===== config.mk =====
export PLATFORM = sky130hd
export DESIGN_NAME = dvmap_packer_flat
export DESIGN_NICKNAME = d
export VERILOG_FILES = /design/src/dvmap_pkg.sv /design/src/dvmap_if.sv /design/src/dvmap_packer.sv /design/src/flat_wrapper.sv
export SDC_FILE = /design/constraint.sdc
export NUM_CORES = 1
export LEC_CHECK = 0
export BUFFER_PORTS_ARGS = -buffer_cell sky130_fd_sc_hd__buf_4
export CORE_ASPECT_RATIO = 0.6
export CORE_UTILIZATION = 51
export DETAILED_ROUTE_END_ITERATION = 8
export HOLD_SLACK_MARGIN = 0.03
export PLACE_DENSITY = 0.83
export SETUP_SLACK_MARGIN = 0.1
export SLEW_MARGIN = 20
export SYNTH_ARGS = -nofsm -noshare
export SYNTH_HDL_FRONTEND = slang
export SYNTH_SLANG_ARGS = --single-unit

===== constraint.sdc =====
create_clock -name core_clk -period 3.7 [get_ports core_clk]
set_input_delay 0 -clock core_clk [delete_from_list [all_inputs] [get_ports core_clk]]
set_output_delay 0 -clock core_clk [all_outputs]
set_load 0.01 [all_outputs]

===== src/dvmap_pkg.sv =====
// Purpose: shared constants and types for the message address packer and unpacker
// Assumes: address channel width is ADDR_MAX (48), the largest physical width; narrower PA_W values are masked
// Notes:
package dvmap_pkg;

	localparam int ADDR_MAX = 48;
	localparam int VA_MAX   = 57;

	// first-part and second-part field positions
	localparam int F_MORE    = 0;
	localparam int F_SPACEOK = 5;
	localparam int F_MACHOK  = 6;
	localparam int F_TYPE_LO = 12;
	localparam int F_MID_LO  = 24;
	localparam int F_SID_LO  = 16;
	localparam int F_SIDH_LO = 32;
	localparam int F_HI1_LO  = 40;
	localparam int F_HI2_LO  = 44;
	localparam int S_VA40    = 3;
	localparam int S_LOW_LO  = 4;
	localparam int S_LOW_HI  = 31;
	localparam int S_UP_LO   = 32;
	localparam int F_CTRL_LO = 1;
	localparam int F_CTRL_HI = 11;

	localparam logic [2:0] MSG_HINT = 3'h6;

	// virtual-address source bit positions
	localparam int VA_A1 = 45;
	localparam int VA_A2 = 53;
	localparam int VA_B1 = 41;
	localparam int VA_B2 = 49;
	localparam int VA_40 = 40;
	localparam int VA_IDX_LO = 12;

	typedef logic [ADDR_MAX-1:0] dvmap_addr_t;
	typedef logic [VA_MAX-1:0]   dvmap_va_t;

	// true if pairing is supported for the chosen message version
	function automatic logic dvmap_pair_ok(input int pw, input int vw, input logic newer);
		dvmap_pair_ok = ((pw == 32 || pw == 40) && vw == 32)
			|| (newer && ((pw == 40 && vw == 41) || (pw == 44 && vw == 49)
			|| (pw == 48 && vw == 57)));
	endfunction : dvmap_pair_ok

	function automatic dvmap_addr_t dvmap_mask(input int w);
		dvmap_mask = dvmap_addr_t'((49'h1 << w) - 49'h1);
	endfunction : dvmap_mask

endpackage : dvmap_pkg


===== src/dvmap_if.sv =====
`timescale 1ns/10ps
`default_nettype none
// carries the one or two address beats from sender to receiver
interface dvmap_if
	import dvmap_pkg::*;
(
	input wire logic core_clk,
	input wire logic rst_b
);
	logic        valid;
	logic        ready;
	dvmap_addr_t addr;
	logic        last;

	modport sender   (input core_clk, rst_b, ready, output valid, addr, last);
	modport receiver (input core_clk, rst_b, valid, addr, last, output ready);
endinterface : dvmap_if
`default_nettype wire


===== src/dvmap_packer.sv =====
`timescale 1ns/10ps
`default_nettype none
// Purpose: builds one- or two-beat message addresses from fields
// Assumes: requests taken only while reqReady is high
// Notes: unsupported width pairing blocks every request
module dvmap_packer
	import dvmap_pkg::*;
#(
	parameter int  PA_W   = 40,
	parameter int  VA_W   = 32,
	parameter bit  NEWER  = 1'b1,
	parameter bit  SID16  = 1'b0
)
(
	// link
	dvmap_if.sender         link,
	// request
	input  wire logic       reqValid,
	input  wire logic       physOp,
	input  wire logic       twoPart,
	input  wire logic [11:0] ctrlBits,
	input  wire logic [2:0] msgType,
	input  wire logic       machValid,
	input  wire logic       spaceValid,
	input  wire logic [7:0] virtual_machine_id,
	input  wire logic [15:0] address_space_id,
	input  wire dvmap_va_t  virtual_address_bits,
	input  wire dvmap_addr_t physical_address_bits,
	output logic            reqReady,
	output logic            pairBad
);
	typedef enum logic [1:0] {IDLE, BEAT1, BEAT2} dvmap_st_e;
	typedef struct packed {
		dvmap_st_e   st;
		logic        valid;
		logic        last;
		dvmap_addr_t addr;
		dvmap_addr_t second;
		logic        ready;
		logic        bad;
	} dvmap_pk_s;

	localparam logic PAIR_OK = dvmap_pair_ok(PA_W, VA_W, NEWER);
	localparam logic HAS_SIDH = (PA_W >= 40);

	dvmap_pk_s q, next_q;
	dvmap_addr_t b1, b2;
	logic hintType;

	always_comb
	begin
		hintType = (msgType == MSG_HINT);
		b1 = '0;
		b2 = '0;
		b1[F_MORE] = twoPart;
		b1[F_CTRL_HI:F_CTRL_LO] = ctrlBits[F_CTRL_HI:F_CTRL_LO];
		b1[F_TYPE_LO +: 3] = msgType;
		b1[F_MACHOK] = machValid;
		b1[F_SPACEOK] = spaceValid;
		if (physOp)
		begin
			b1[F_MID_LO +: 8] = virtual_address_bits[VA_IDX_LO+8 +: 8];
			b1[F_SID_LO +: 8] = virtual_address_bits[VA_IDX_LO +: 8];
			b2 = physical_address_bits & dvmap_mask(PA_W) & ~dvmap_mask(S_LOW_LO);
		end
		else
		begin
			if (machValid || hintType)
				b1[F_MID_LO +: 8] = virtual_machine_id;
			if (spaceValid || hintType)
			begin
				b1[F_SID_LO +: 8] = address_space_id[7:0];
				if (HAS_SIDH && SID16 && NEWER)
					b1[F_SIDH_LO +: 8] = address_space_id[15:8];
			end
			if (VA_W >= 49)
				b1[F_HI1_LO +: 4] = virtual_address_bits[VA_A1 +: 4];
			if (VA_W >= 57)
				b1[F_HI2_LO +: 4] = virtual_address_bits[VA_A2 +: 4];
			b2[S_LOW_HI:S_LOW_LO] = virtual_address_bits[S_LOW_HI:S_LOW_LO];
			if (VA_W > 32)
			begin
				b2[S_VA40] = virtual_address_bits[VA_40];
				b2[S_UP_LO +: 8] = virtual_address_bits[S_UP_LO +: 8];
			end
			if (VA_W >= 49)
				b2[F_HI1_LO +: 4] = virtual_address_bits[VA_B1 +: 4];
			if (VA_W >= 57)
				b2[F_HI2_LO +: 4] = virtual_address_bits[VA_B2 +: 4];
		end
		b1 = b1 & dvmap_mask(PA_W);

		next_q = q;
		next_q.bad = !PAIR_OK;
		unique case (q.st)
			IDLE:
			begin
				next_q.ready = PAIR_OK;
				if (reqValid && q.ready)
				begin
					next_q.st = BEAT1;
					next_q.valid = 1'b1;
					next_q.addr = b1;
					next_q.last = !twoPart;
					next_q.second = b2;
					next_q.ready = 1'b0;
				end
			end
			BEAT1:
				if (link.ready)
				begin
					if (q.last)
					begin
						next_q.st = IDLE;
						next_q.valid = 1'b0;
						next_q.ready = 1'b1;
					end
					else
					begin
						next_q.st = BEAT2;
						next_q.addr = q.second;
						next_q.last = 1'b1;
					end
				end
			BEAT2:
				if (link.ready)
				begin
					next_q.st = IDLE;
					next_q.valid = 1'b0;
					next_q.ready = 1'b1;
				end
		endcase
	end

	always_ff @(posedge link.core_clk or negedge link.rst_b)
	begin
		if (!link.rst_b)
			q <= '{st: IDLE, default: '0};
		else
			q <= next_q;
	end

	assign link.valid = q.valid;
	assign link.addr  = q.addr;
	assign link.last  = q.last;
	assign reqReady   = q.ready;
	assign pairBad    = q.bad;
endmodule : dvmap_packer
`default_nettype wire


===== src/flat_wrapper.sv =====
// flat-port wrapper written by rule: the top's interface ports become plain ports
module dvmap_packer_flat import dvmap_pkg::*;
#(
	parameter int  PA_W   = 40,
	parameter int  VA_W   = 32,
	parameter bit  NEWER  = 1'b1,
	parameter bit  SID16  = 1'b0
)
  (reqValid, physOp, twoPart, ctrlBits, msgType, machValid, spaceValid, virtual_machine_id, address_space_id, virtual_address_bits, physical_address_bits, reqReady, pairBad, core_clk, rst_b, link_ready, link_valid, link_addr, link_last);
  dvmap_if link_i (.core_clk(core_clk), .rst_b(rst_b));
  input  wire logic reqValid;
  input  wire logic physOp;
  input  wire logic twoPart;
  input  wire logic [11:0] ctrlBits;
  input  wire logic [2:0] msgType;
  input  wire logic machValid;
  input  wire logic spaceValid;
  input  wire logic [7:0] virtual_machine_id;
  input  wire logic [15:0] address_space_id;
  input  wire dvmap_va_t virtual_address_bits;
  input  wire dvmap_addr_t physical_address_bits;
  output logic reqReady;
  output logic pairBad;
  input wire logic core_clk;
  input wire logic rst_b;
  input wire logic [$bits(link_i.ready)-1:0] link_ready;
  output wire logic [$bits(link_i.valid)-1:0] link_valid;
  output wire logic [$bits(link_i.addr)-1:0] link_addr;
  output wire logic [$bits(link_i.last)-1:0] link_last;
  assign link_i.ready = link_ready;
  assign link_valid = link_i.valid;
  assign link_addr = link_i.addr;
  assign link_last = link_i.last;
  dvmap_packer #(.PA_W(PA_W), .VA_W(VA_W), .NEWER(NEWER), .SID16(SID16)) u_core (.link(link_i), .reqValid(reqValid), .physOp(physOp), .twoPart(twoPart), .ctrlBits(ctrlBits), .msgType(msgType), .machValid(machValid), .spaceValid(spaceValid), .virtual_machine_id(virtual_machine_id), .address_space_id(address_space_id), .virtual_address_bits(virtual_address_bits), .physical_address_bits(physical_address_bits), .reqReady(reqReady), .pairBad(pairBad));
endmodule

# [After elaboration in Yosys (flattened, before gate mapping)]
# Cells that the tools add are included.
[totals] reg_bits=97 input_bits=152 output_inout_bits=52 word_cells=43
[op_classes] eq_ne=8 n_mux=17 n_reduce_logical=12
[ops] op="two-way mux 101 bit" n=1
[ops] op="one-hot mux 49 bit (2 select lines)" n=1
[ops] op="two-way mux 52 bit" n=1
[ops] op="two-way mux 48 bit" n=1
[ops] op="two-way mux 28 bit" n=1
[ops] op="two-way mux 8 bit" n=3
[ops] op="two-way mux 16 bit" n=1
[ops] op="one-hot mux 3 bit (3 select lines)" n=1
[ops] op="AND reduction 3 bit" n=3
[ops] op="AND reduction 4 bit" n=2
[ops] op="inequality test 2 bit (second input constant)" n=3
[ops] op="two-way mux 1 bit" n=4
[ops] op="inequality test 2 x 1 -> 1 bit (second input constant)" n=2
[ops] op="equality test 3 bit (second input constant)" n=1
[ops] op="two-way mux 3 bit" n=1
[ops] op="one-hot mux 1 bit (3 select lines)" n=1
[ops] op="equality test 2 x 1 -> 1 bit (second input constant)" n=1
[ops] op="equality test 2 bit (second input constant)" n=1
[ops] op="zero test 2 bit" n=1
[ops] op="logical OR 1 bit" n=2
[ops] op="two-way mux 2 bit" n=1
[ops] op="AND reduction 2 bit" n=1
[ops] op="nonzero test 2 bit" n=1
[ops] op="logical AND 1 bit" n=1
[ops] op="zero test 1 bit" n=1

# [Logic depth before layout (Yosys ltp)]
[logic_depth] ltp_word=6 ltp_mapped=8 ltp_nobuf=5

# [Least setup slack after synthesis]
# Ideal clock, no wire load.
[synth_timing] path_kind="register to register" from="reg u_core.q[101] in the netlist's numbering" to="reg u_core.q, in the netlist u_core.link.addr[14]" arrival_time_ns=1.551 setup_slack_ns=2.024 stages_incl_launch_ff=9 n_path_buf=3 path_cell_list="dfrtp_1 > inv_1 > ha_1 > buf_6 > and3b_1 > buf_2 > buf_6 > a22o_1 > mux2_2"
[synth_via] elab_chain_len=3 elab_cells_between_ends=8 cone_classes="eq/ne: 4; mux: 1; reduce/logical: 3"
[synth_rtl] element="start: declaration" line_no="dvmap_packer.sv:46" source="dvmap_pk_s q, next_q;"
[synth_rtl] element="start signal: assignment" line_no="dvmap_packer.sv:140" source="q <= next_q;"
[synth_rtl] element="equality test 2 x 1 -> 1 bit / zero test 2 bit (equally long branches)" line_no="dvmap_packer.sv:95" source="unique case (q.st)"
[synth_rtl] element="inequality test 2 bit (no source line) (tied with other cells)"
[synth_rtl] element="AND reduction 4 bit (no source line)"
# Several ways; a longest one is shown, not always the timed one.
# A chain may end at the register's enable or synchronous reset.

# [Final worst setup path]
[layout_timing] from="reg u_core.q[101] in the netlist's numbering" to="reg u_core.q, in the netlist u_core.link.addr[28]"
# The elaborated chain is that of the path after synthesis.

==> impl_results.md <==
- Post-synthesis average cell area: 9.80 um2
- Netlist cell types: 35
- Diodes inserted: 0
- Setup Buffers After CTS: 0
- Yosys reg bits: 81
- CTS resizes: 0
- Most common cell after layout, fill and taps aside: buf_4
- Count of pins over their slew limit: 0
- CORE AREA: 8590 um2
- Setup TNS Final: 0 ns
- Relative slew slack: 42.2%
- Worst-path maximum fanout: 16
- Die footprint: 9350 um2
- Worst setup SP type: flip-flop
- Finished Core Util: 73.3%
- Total Nets Final: 769
- Most frequent cells in the layout: buf_4, nand2_1, dfrtp_1
- First-pass DRT Iterations: 6
- Via count: 4037
- Seq/Total Area, Yosys: 44.4%
- Antenna-violating nets left: 0
- Fin crit share: 64.2%
- Minimum clock period: 2.38 ns
- Syn. warnings: 0
- Fraction of layout cells with a size suffix above 1: 28.4%
- Hold crit path type: input port to flip-flop
- TritonCTS clock tree: yes
- Max VDD drop: 353 uV
- Largest net degree at the start of global routing: 82
- Ys flop type: dfrtp_1
- Clock H-tree levels: 3
- Initial Util: 53.2%
- Initial DRC count: 238
- Post-synthesis instance area: 4570 um2
- Max Fclk: 0.421 GHz
- Design Power: 4.30 mW
- Final setup fails: 0
- GRT Util Overall: 27.0%
- # hold bufs at CTS: 71
- CP max stage cell: ha_1
- Placed inst area: 5270 um2
- Hold endpoint: u_core.q[9]$_DFFE_PN0P_
- Die Width: 124 um
- Worst stage delay on the critical path: 0.57 ns
- Worst-Margin Slew: 0.866 ns
- Final instance area: 6300 um2
- Critical path class: flip-flop to flip-flop
- Worst slack, placed: 1.35 ns
- RSZ-0062 raised after global routing: false
- Routed WL: 12500 um
- Syn-to-layout area delta: 37.9%
- Die Y: 75.3 um
- Worst Clk Skew: 0.00521 ns
- FF-to-FF setup slack: 1.32 ns
- Worst Reg2Reg Path Length in Cells: 6
- Clk_lat worst skew: 0.33 ns
- Layout fillers: 618
- Leak: 3.09 nW
- CTS Buf Count: 9
- Synth Instances: 466
- Rows: 26
- DRC: 0
- WHS Path Cells: 3
- MaxCap Viol Count: 0
- Reg clk slew, reported paths: 0.06 ns
- Asr flop ratio synth: 100%
- CP required: 3.97 ns
- Clock buffer depth: 2
- Status: finished, final reports clean
- Hold Fails Final Rpt: 0
- Vias in the first global route: 3865
- Total global routing overflow: 0
- Critical path capture point type: flip-flop
- Root buffer cell: clkbuf_16
- I/O pins: 204
- Final Wtd Congestion: 0.818
- Number of synthesized flops with an enable pin: 0
- First-pass GRT wire length: 19000 um
- Final WS setup: 1.32 ns
- R2R Path End: u_core.link.addr[28]$_DFFE_PN0P_
- Vias per std cell: 5.52
- Crit path DAT: 2.64 ns
- Worst path cell trace: inv_1, ha_1, nand3b_4, a21oi_4, buf_4, o32a_1
- Initial antenna violation count: 0
- Min-delay src: virtual_address_bits[7]
- Clock sink count: 81
- PD cells: 683 nW/um2
- DP HPWL: 7530 um
- R2R Path Start: u_core.q[101]$_DFFE_PN0P_
- Avg WL per Cell: 17.1 um
- Buffers on Ports: 142
==> through the flow <==
stage	hold slack, ns	std cells
6_report	0.0293	731
3_5_place_dp	0.229	644
3_3_place_gp	0.221	644
2_1_floorplan	-0.296	474
5_1_grt	0.0391	731
4_1_cts	0.0301	731
==> Yosys cell counts, types with 4 or more instances <==
master	n	area share (%)
clkbuf_1	14	1.2
inv_1	24	2.0
mux2i_1	33	7.2
o32a_1	16	3.5
buf_6	4	0.99
a22o_1	21	4.0
mux2_2	10	2.5
nand2_1	83	6.8
nand4b_1	16	3.1
a21oi_1	19	2.1
o21ai_0	36	3.9
dfrtp_1	81	44
buf_2	15	1.6
a221oi_1	16	3.1
buf_4	52	8.5
==> cell type report <==
| cell class | count | area [um2] | area share, % |
|---|---|---|---|
| Sequential cell | 81 | 2030 | 32.2 |
| Multi-Input combinational cell | 282 | 1930 | 30.6 |
| Timing Repair Buffer | 216 | 1800 | 28.6 |
| Clock buffer | 11 | 233 | 3.69 |
| Tap cell | 112 | 140 | 2.22 |
| Inverter | 24 | 90.1 | 1.43 |
| Clock inverter | 5 | 80.1 | 1.27 |
==> flip-flops by register name, summed over array words and instances (netlist names) <==
signal and count:
u_core.link.addr 40, u_core.link.last 1, u_core.link.valid 1, u_core.q 38
u_core.reqReady 1
==> metal layers <==
metal | up-vias | GRT usage, % | wire length, um
li1 | 1879 | - | -
met1 | 1969 | 36.5 | 5600
met2 | 176 | 45.2 | 5930
met3 | 13 | 5.99 | 800
met4 | 0 | 5.82 | 131
met5 | - | 0 | 0
==> critical path: cells and delay by family, from the launching register on <==
kind / cells / cell delay [ns]
buf+inv: 2 / 0.45
flops: 1 / 0.38
compound gates: 2 / 0.72
fa+ha+maj: 1 / 0.57
simple gates: 1 / 0.18
==> power by group <==
part           total (mW)  switching (mW)  internal (mW)
Sequential           1.50           0.229           1.27
Clock               0.931           0.341          0.590
Combinational        1.88           0.980          0.896
==> how the worst max path moves through the flow <==
stage,from,end,slack (ns),depth (start not counted)
floorplan,u_core.q[101]$_DFFE_PN0P_,u_core.link.addr[14]$_DFFE_PN0P_,2.02,8
global placement,u_core.q[101]$_DFFE_PN0P_,u_core.link.addr[23]$_DFFE_PN0P_,1.41,6
detailed placement,u_core.q[101]$_DFFE_PN0P_,u_core.link.addr[22]$_DFFE_PN0P_,1.35,6
CTS,u_core.q[101]$_DFFE_PN0P_,u_core.link.addr[22]$_DFFE_PN0P_,1.33,6
global route,u_core.q[101]$_DFFE_PN0P_,u_core.link.addr[28]$_DFFE_PN0P_,1.14,6
finish,u_core.q[101]$_DFFE_PN0P_,u_core.link.addr[28]$_DFFE_PN0P_,1.32,6
==> kinds of logic after synthesis <==
group | share of synthesized area (%)
flip-flops | 44.4
AO/OA/AOI/OAI | 18.5
multiplexers | 9.95
adder cells (fa/ha/maj) | 0.822
buffers and inverters | 14.5
other | 0.0821
AND/OR/NAND/NOR | 11.8
No activity file was read; power rests on OpenSTA's default activity.
